**src/core/cpk_pkg.sv**
```systemverilog
package cpk_pkg;

    ////////////////////////////////////////////////////////////////////////////
    // Widths
    localparam int unsigned CPK_APB_AW = 8;
    localparam int unsigned CPK_WORD_W = 32;
    localparam int unsigned CPK_V14_IW = 7;
    localparam int unsigned CPK_V23_IW = 4;
    localparam int unsigned CPK_NEV = 4;
    localparam int unsigned CPK_CNT_W = 8;

    ////////////////////////////////////////////////////////////////////////////
    // Register byte offsets on the APB side
    localparam logic [7:0] CPK_OFF_CTRL = 8'h00;
    localparam logic [7:0] CPK_OFF_STATUS = 8'h04;
    localparam logic [7:0] CPK_OFF_MASK = 8'h08;
    localparam logic [7:0] CPK_OFF_STATE = 8'h0c;
    localparam logic [7:0] CPK_OFF_KEYCNT = 8'h10;

    ////////////////////////////////////////////////////////////////////////////
    // Field positions
    localparam int unsigned CPK_CTRL_V14 = 0;
    localparam int unsigned CPK_CTRL_V23 = 1;
    localparam int unsigned CPK_EV_V14_WR = 0;
    localparam int unsigned CPK_EV_V23_WR = 1;
    localparam int unsigned CPK_EV_V14_OFF = 2;
    localparam int unsigned CPK_EV_V23_OFF = 3;
    localparam int unsigned CPK_ST_ENC14 = 0;
    localparam int unsigned CPK_ST_ENC23 = 1;
    localparam int unsigned CPK_ST_OFF14 = 2;
    localparam int unsigned CPK_ST_OFF23 = 3;
    localparam int unsigned CPK_ST_HAS14 = 4;
    localparam int unsigned CPK_ST_HAS23 = 5;
    localparam int unsigned CPK_ST_MGMT = 6;
    localparam int unsigned CPK_CNT14_LSB = 0;
    localparam int unsigned CPK_CNT23_LSB = 16;

    ////////////////////////////////////////////////////////////////////////////
    // Values after reset
    localparam logic [1:0] CPK_CTRL_RST = 2'h0;
    localparam logic [3:0] CPK_STATUS_RST = 4'h0;
    localparam logic [3:0] CPK_MASK_RST = 4'h0;
    localparam logic [7:0] CPK_CNT_RST = 8'h00;
    localparam logic [31:0] CPK_WORD_RST = 32'h0000_0000;

    // Whole state of the control port
    typedef struct packed {
        logic [1:0] ctrl;
        logic [3:0] status;
        logic [3:0] mask;
        logic [1:0] off_prev;
        logic [7:0] cnt14;
        logic [7:0] cnt23;
        logic enc14;
        logic enc23;
        logic irq;
        logic pready;
        logic pslverr;
        logic [31:0] prdata;
        logic [31:0] ext_word;
    } cpk_state_t;

endpackage

```
**src/core/cpk_key_mem.sv**
```systemverilog
`timescale 1ns/100ps
module cpk_key_mem #(
    parameter int unsigned AW = 4,
    parameter int unsigned DW = 32
) (
    input wire logic clk,
    input wire logic nrst,
    input wire logic wr_en,
    input wire logic [AW-1:0] wr_index,
    input wire logic [DW-1:0] wr_word,
    input wire logic [AW-1:0] rd_index,
    output logic [DW-1:0] rd_word
);

    logic [DW-1:0] mem [2**AW];
    logic [DW-1:0] rd_word_r;

    ////////////////////////////////////////////////////////////////////////////
    // Store write, only on a strobed cycle
    // strobe gates store
    always_ff @(posedge clk) begin
        if (wr_en) begin
            mem[wr_index] <= wr_word;
        end
    end

    // Registered read, old data on a same-cycle collision
    always_ff @(posedge clk or negedge nrst) begin
        if (!nrst) begin
            rd_word_r <= '0;
        end else begin
            rd_word_r <= mem[rd_index];
        end
    end

    assign rd_word = rd_word_r;
endmodule // cpk_key_mem

```
**src/core/cpk_key_port.sv**
```systemverilog
// Added by the designer: the APB interface to the registers and the placing of the registers.
`timescale 1ns/100ps
// Overview of operation
// - Strobed writes fill version 1.4 store
// - Strobed writes fill version 2.3 store
// - Key writes finish same cycle, no wait
// - Key port index is word address
// - 1.4 port only with management and 1.4
// - 2.3 port only with management and 2.3
// - External key input ignored under management
// - Flag shows 1.4 encryption active
// - Flag shows 2.3 encryption active
// - 1.4 off input holds engine disabled
// - 2.3 off input holds engine disabled
// - Key ports and off inputs on register clock
module cpk_key_port #(
    parameter bit KEY_MGMT_EN = 1'b1,
    parameter bit V14_EN = 1'b1,
    parameter bit V23_EN = 1'b1
) (
    input wire logic clk,
    input wire logic nrst,
    input wire logic psel,
    input wire logic penable,
    input wire logic pwrite,
    input wire logic [cpk_pkg::CPK_APB_AW-1:0] paddr,
    input wire logic [31:0] pwdata,
    output logic [31:0] prdata,
    output logic pready,
    output logic pslverr,
    input wire logic v14_key_write_strobe,
    input wire logic [cpk_pkg::CPK_V14_IW-1:0] v14_key_word_index,
    input wire logic [cpk_pkg::CPK_WORD_W-1:0] v14_key_write_word,
    input wire logic v23_key_write_strobe,
    input wire logic [cpk_pkg::CPK_V23_IW-1:0] v23_key_word_index,
    input wire logic [cpk_pkg::CPK_WORD_W-1:0] v23_key_write_word,
    input wire logic [cpk_pkg::CPK_WORD_W-1:0] ext_key_word,
    input wire logic [cpk_pkg::CPK_V14_IW-1:0] v14_key_read_index,
    output logic [cpk_pkg::CPK_WORD_W-1:0] v14_key_read_word,
    input wire logic [cpk_pkg::CPK_V23_IW-1:0] v23_key_read_index,
    output logic [cpk_pkg::CPK_WORD_W-1:0] v23_key_read_word,
    input wire logic v14_engine_off,
    input wire logic v23_engine_off,
    output logic v14_encrypting_flag,
    output logic v23_encrypting_flag,
    output logic irq
);

    ////////////////////////////////////////////////////////////////////////////
    // Presence of each store
    // 1.4 store presence
    localparam bit HAS14 = KEY_MGMT_EN && V14_EN;
    localparam bit HAS23 = KEY_MGMT_EN && V23_EN;

    cpk_pkg::cpk_state_t st_r;
    cpk_pkg::cpk_state_t st_nxt;

    logic wr14;
    logic wr23;
    logic apb_wr;
    logic apb_setup;
    logic [cpk_pkg::CPK_NEV-1:0] ev_set;
    logic [cpk_pkg::CPK_NEV-1:0] ev_clr;
    logic [1:0] off_now;

    ////////////////////////////////////////////////////////////////////////////
    // Event and strobe decode
    // 1.4 strobe taken
    assign wr14 = HAS14 && v14_key_write_strobe;
    assign wr23 = HAS23 && v23_key_write_strobe;
    assign off_now = {v23_engine_off, v14_engine_off};
    assign apb_setup = psel && !penable;
    assign apb_wr = psel && penable && st_r.pready && pwrite;

    // Sticky events: key writes and off input changes
    always_comb begin
        ev_set = '0;
        ev_set[cpk_pkg::CPK_EV_V14_WR] = wr14;
        ev_set[cpk_pkg::CPK_EV_V23_WR] = wr23;
        ev_set[cpk_pkg::CPK_EV_V14_OFF] = off_now[0] ^ st_r.off_prev[0];
        ev_set[cpk_pkg::CPK_EV_V23_OFF] = off_now[1] ^ st_r.off_prev[1];
    end

    // Write-one-to-clear from software
    always_comb begin
        ev_clr = '0;
        if (apb_wr && paddr == cpk_pkg::CPK_OFF_STATUS) begin
            ev_clr = pwdata[cpk_pkg::CPK_NEV-1:0];
        end
    end

    ////////////////////////////////////////////////////////////////////////////
    // Next state
    always_comb begin
        st_nxt = st_r;
        st_nxt.off_prev = off_now;
        // external word used only without management
        st_nxt.ext_word = KEY_MGMT_EN ? cpk_pkg::CPK_WORD_RST : ext_key_word;

        // Control writes from software
        if (apb_wr) begin
            if (paddr == cpk_pkg::CPK_OFF_CTRL) begin
                st_nxt.ctrl = pwdata[1:0];
            end else if (paddr == cpk_pkg::CPK_OFF_MASK) begin
                st_nxt.mask = pwdata[cpk_pkg::CPK_NEV-1:0];
            end else if (paddr == cpk_pkg::CPK_OFF_KEYCNT) begin
                st_nxt.cnt14 = cpk_pkg::CPK_CNT_RST;
                st_nxt.cnt23 = cpk_pkg::CPK_CNT_RST;
            end
        end

        // Set wins over a same-cycle clear
        st_nxt.status = (st_r.status & ~ev_clr) | ev_set;

        if (wr14) begin
            st_nxt.cnt14 = st_r.cnt14 + 8'h01;
        end
        if (wr23) begin
            st_nxt.cnt23 = st_r.cnt23 + 8'h01;
        end

        st_nxt.enc14 = V14_EN && st_r.ctrl[cpk_pkg::CPK_CTRL_V14] && !v14_engine_off;
        st_nxt.enc23 = V23_EN && st_r.ctrl[cpk_pkg::CPK_CTRL_V23] && !v23_engine_off;

        // Level interrupt from unmasked sticky bits
        st_nxt.irq = |(st_nxt.status & st_nxt.mask);

        // APB: ready raised for the access phase after setup
        st_nxt.pready = apb_setup;
        st_nxt.pslverr = 1'b0;
        st_nxt.prdata = cpk_pkg::CPK_WORD_RST;
        if (apb_setup) begin
            if (paddr == cpk_pkg::CPK_OFF_CTRL) begin
                st_nxt.prdata[1:0] = st_r.ctrl;
            end else if (paddr == cpk_pkg::CPK_OFF_STATUS) begin
                st_nxt.prdata[cpk_pkg::CPK_NEV-1:0] = st_r.status;
            end else if (paddr == cpk_pkg::CPK_OFF_MASK) begin
                st_nxt.prdata[cpk_pkg::CPK_NEV-1:0] = st_r.mask;
            end else if (paddr == cpk_pkg::CPK_OFF_STATE) begin
                st_nxt.prdata[cpk_pkg::CPK_ST_ENC14] = st_r.enc14;
                st_nxt.prdata[cpk_pkg::CPK_ST_ENC23] = st_r.enc23;
                st_nxt.prdata[cpk_pkg::CPK_ST_OFF14] = v14_engine_off;
                st_nxt.prdata[cpk_pkg::CPK_ST_OFF23] = v23_engine_off;
                st_nxt.prdata[cpk_pkg::CPK_ST_HAS14] = HAS14;
                st_nxt.prdata[cpk_pkg::CPK_ST_HAS23] = HAS23;
                st_nxt.prdata[cpk_pkg::CPK_ST_MGMT] = KEY_MGMT_EN;
            end else if (paddr == cpk_pkg::CPK_OFF_KEYCNT) begin
                st_nxt.prdata[cpk_pkg::CPK_CNT14_LSB +: cpk_pkg::CPK_CNT_W] = st_r.cnt14;
                st_nxt.prdata[cpk_pkg::CPK_CNT23_LSB +: cpk_pkg::CPK_CNT_W] = st_r.cnt23;
            end else begin
                st_nxt.pslverr = 1'b1; // Unmapped address
            end
        end
    end

    ////////////////////////////////////////////////////////////////////////////
    // State register
    // all on the register clock
    always_ff @(posedge clk or negedge nrst) begin
        if (!nrst) begin
            st_r.ctrl <= cpk_pkg::CPK_CTRL_RST;
            st_r.status <= cpk_pkg::CPK_STATUS_RST;
            st_r.mask <= cpk_pkg::CPK_MASK_RST;
            st_r.off_prev <= 2'h0;
            st_r.cnt14 <= cpk_pkg::CPK_CNT_RST;
            st_r.cnt23 <= cpk_pkg::CPK_CNT_RST;
            st_r.enc14 <= 1'b0;
            st_r.enc23 <= 1'b0;
            st_r.irq <= 1'b0;
            st_r.pready <= 1'b0;
            st_r.pslverr <= 1'b0;
            st_r.prdata <= cpk_pkg::CPK_WORD_RST;
            st_r.ext_word <= cpk_pkg::CPK_WORD_RST;
        end else begin
            st_r <= st_nxt;
        end
    end

    ////////////////////////////////////////////////////////////////////////////
    // Outputs
    assign prdata = st_r.prdata;
    assign pready = st_r.pready;
    assign pslverr = st_r.pslverr;
    assign v14_encrypting_flag = st_r.enc14;
    assign v23_encrypting_flag = st_r.enc23;
    assign irq = st_r.irq;

    ////////////////////////////////////////////////////////////////////////////
    // Key stores
    // 1.4 store built only when present
    generate
        if (HAS14) begin : g_store14
            // index used directly as word address
            cpk_key_mem #(
                .AW(cpk_pkg::CPK_V14_IW),
                .DW(cpk_pkg::CPK_WORD_W)
            ) u_store14 (
                .clk(clk),
                .nrst(nrst),
                .wr_en(wr14),
                .wr_index(v14_key_word_index),
                .wr_word(v14_key_write_word),
                .rd_index(v14_key_read_index),
                .rd_word(v14_key_read_word)
            );
        end else begin : g_ext14
            assign v14_key_read_word = st_r.ext_word;
        end
    endgenerate

    // 2.3 store built only when present
    generate
        if (HAS23) begin : g_store23
            // index used directly as word address
            cpk_key_mem #(
                .AW(cpk_pkg::CPK_V23_IW),
                .DW(cpk_pkg::CPK_WORD_W)
            ) u_store23 (
                .clk(clk),
                .nrst(nrst),
                .wr_en(wr23),
                .wr_index(v23_key_word_index),
                .wr_word(v23_key_write_word),
                .rd_index(v23_key_read_index),
                .rd_word(v23_key_read_word)
            );
        end else begin : g_ext23
            assign v23_key_read_word = st_r.ext_word;
        end
    endgenerate
endmodule // cpk_key_port

```
**config.mk**
```make
export PLATFORM = sky130hd
export DESIGN_NAME = cpk_key_port
export DESIGN_NICKNAME = d
export VERILOG_FILES = /design/src/core/cpk_pkg.sv /design/src/core/cpk_key_mem.sv /design/src/core/cpk_key_port.sv
export SDC_FILE = /design/constraint.sdc
export NUM_CORES = 2
export LEC_CHECK = 0
export BUFFER_PORTS_ARGS = -buffer_cell sky130_fd_sc_hd__buf_2
export CORE_MARGIN = 2
export CORE_UTILIZATION = 45
export CTS_CLUSTER_SIZE = 24
export DETAILED_ROUTE_END_ITERATION = 8
export GPL_TIMING_DRIVEN = 0
export SKIP_CTS_REPAIR_TIMING = 1
export SLEW_MARGIN = 0
export SYNTH_ARGS = -nofsm -noshare
export SYNTH_HDL_FRONTEND = slang
export SYNTH_MEMORY_MAX_BITS = 65536
export SYNTH_SLANG_ARGS = --single-unit
export TNS_END_PERCENT = 10
```
**constraint.sdc**
```tcl
create_clock -name clk -period 6.42 [get_ports clk]
set_clock_uncertainty 0.2 [all_clocks]
set_input_delay 0.321 -clock clk [delete_from_list [all_inputs] [get_ports clk]]
set_output_delay 0.321 -clock clk [all_outputs]
set_load 0.02 [all_outputs]
```
==> flow_metrics.tcl <==
set metrics [dict create \
    place_area_um2 192000 \
    drc 0 \
    drt-total-wl_um 461000 \
    dp_hpwl_um 314000 \
    grt_pass1_vias 82695 \
    initial_utilization 0.452 \
    cts_root_buf "clkbuf_16" \
    grt_usage 0.228 \
    whs_ps 36.8 \
    synth_edf_count 4608 \
    port_buffers 179 \
    drive_gt1_frac 0.343 \
    yosysTopAreaCell "edfxtp_1" \
    ant_nets 0 \
    syn-instance-count 7002 \
    grt_antenna_before_repair 72 \
    wl_per_cell_um 33.6 \
    total_power_mw 64.2 \
    path_cells "clkbuf_1, buf_2, clkbuf_2, clkbuf_1, mux4_2, mux4_2, mux4_2, mux2_2" \
    rsz0062_at_grt "no" \
    vias_per_cell 5.97 \
    crit_path_start_kind "input port" \
    die_area_um2 403000 \
    setup_viol 0 \
    max_freq_ghz 0.242 \
    synth_cell_types 40 \
    clk_latency_ps 1010 \
    sw_frac_of_total 0.217 \
    power_frac_clock 0.410 \
    slew_headroom 0.0328 \
    die_x_um 634 \
    clk_pin_slew_worst_paths_ps 60 \
    drtIter0Drc 10230 \
    maxCapViolations 0 \
    die_y_um 634 \
    num_io_pins 268 \
    critPathMaxFanout 10 \
    gp_congestion 0.961 \
    peakVddDrop_mv 0.260 \
    cpMaxStageDelayCell "clkbuf_1" \
    cts_tree "built" \
    grt_max_degree 105 \
    drtPass1Iterations 5 \
    cts_sinks 4721 \
    syn_area_per_cell_um2 25.5 \
    comb_power_share 0.058 \
    ys.flop_type "edfxtp_1" \
    async_flop_share 0.0239 \
    synth.area.top_cells "edfxtp_1 77%, mux4_2 19%, dfrtp_1 1.6%" \
    synthToLayoutAreaGrowth_pct 16.4 \
    grt_pass1_wl_um 639000 \
    ys_seq_area_frac 0.789 \
    nets 8150 \
    synth_top_area_share 0.774 \
    drv_slew 0 \
    route.vias.total 81868 \
    arrival_ps 4790 \
    p_int_mw 50.3 \
    r2r_slack_ps 3310 \
    p_sw_mw 13.9 \
    cts_buffer_depth 4 \
    cp-end-kind "register" \
    cpPeakStageDelay_ps 930 \
    final.period_utilization 0.644 \
    leakage_nw 64.4 \
    grt_overflow_total 0 \
    cts_htree_levels 5 \
    final-hold-violation-count 0 \
    final.min_clock_period_ps 4130 \
    worst_pin_slew_ps 1450 \
    syn_area_um2 179000 \
    crit_top_cell "mux4_2" \
    coreArea_um2 396000 \
    hp-class "input port to register" \
    powerDensity_nw_per_um2 308 \
    placementRows 231 \
    ys_ff_latch 4721 \
    cts_made_buffers 465 \
    synth_warnings 0 \
    cp.required_ps 7070 \
    path_class "input port to register" \
    sequentialPowerShare 0.532 \
    status "completed" \
    final_area_um2 208000 \
]
[flip-flops by register name, indices dropped and copies added (netlist names)]
signal                       count
pslverr                          1
v23_encrypting_flag              1
g_store14.u_store14.mem       4096
g_store14.u_store14.rd_word     32
g_store23.u_store23.mem        512
st_r                            28
g_store23.u_store23.rd_word     32
irq                              1
v14_encrypting_flag              1
pready                           1
prdata                          16
[stage by stage]
step	setup WS [ps]	setup TNS [ps]	cells	utilization
floorplan	2690	0	7017	-
global placement	-918	-102590	12438	0.471
detailed placement	1370	0	12644	0.485
CTS	2420	0	13505	0.522
global route	2250	0	13708	0.526
finish	2290	0	13723	0.526
[cell usage in the layout, fill, tap and decap left out, types with 32 or more instances in the layout]
cell           count
mux2_2            34
clkbuf_1         301
clkinv_2          94
edfxtp_1        4608
buf_16            79
buf_2            235
bufinv_16         32
nor2_4           138
buf_1             45
nand2_1           39
o21ai_0           33
mux4_2          1504
clkinv_1         105
diode_2          106
buf_4             64
clkbuf_16        469
dfrtp_1          113
buf_12           105
dlygate4sd3_1    110
[cells in the mapped netlist, types with 3 or more instances]
library cell	n
edfxtp_1	4608
mux4_2	1504
clkbuf_1	217
nor2_1	157
dfrtp_1	113
buf_2	87
buf_1	47
nand2_1	39
buf_4	35
mux2_2	34
o21ai_0	33
nand3_1	18
a21oi_1	11
nor2b_1	10
and2_1	9
and3_1	9
nand2b_1	9
inv_1	7
nor3_1	7
nand4_1	5
o22ai_1	5
a31oi_1	4
or2_2	4
xor2_1	4
a21boi_0	3
nand3b_1	3
[final timing paths]
path	start	endpoint	cells after the start
hold reg to reg	st_r[83]	st_r[83]	1
min in group asynchronous	nrst	g_store14.u_store14.rd_word[29]	4
setup / recovery	v14_key_read_index[2]	g_store14.u_store14.rd_word[5]	8
hold / removal	v23_key_write_word[20]	g_store23.u_store23.mem[13][20]	2
setup reg to reg	pready	st_r[90]	8
max in group asynchronous	nrst	g_store23.u_store23.rd_word[28]	4
[layout make-up]
type | instances | area, um2
Clock inverter | 272 | 2320
Timing Repair Buffer | 497 | 6660
Clock buffer | 589 | 12300
Multi-Input combinational cell | 1901 | 37000
Antenna cell | 106 | 265
Buffer | 388 | 1750
Tap cell | 5242 | 6560
Inverter | 7 | 26.3
Fill cell | 29812 | 188000
Sequential cell | 4721 | 141000
[cells by family after synthesis]
kind of cell	synth area share
muxes	0.192
buffers and inverters	0.00972
DFF	0.789
xor gates and xnor gates	0.000196
adders and majority gates	0.000140
AOI/OAI and AO/OA	0.00201
and+or+nand+nor	0.00686
other	0.0000210
[metal layers]
layer / share of wire / vias up / track usage
met4: 0.033 / 12 / 0.0723
li1: - / 32695 / -
met2: 0.50 / 3559 / 0.379
met1: 0.39 / 44955 / 0.305
met3: 0.081 / 647 / 0.0429
met5: 0.00018 / - / 0
[power groups by stage]
stage | logic (mW) | registers [mW] | clock network (mW)
global placement | 3.42 | 34.8 | 0
floorplan | 1.68 | 34.9 | 0
global route | 3.85 | 34.2 | 27.8
detailed placement | 3.64 | 34.8 | 0
CTS | 3.65 | 34.1 | 26.7
finish | 3.71 | 34.2 | 26.3
[critical path, delay by kind of cell]
family | cells | cell delay (ps)
mux | 4 | 2110
buf+inv | 4 | 2290
(Power assumes the default switching activity.)
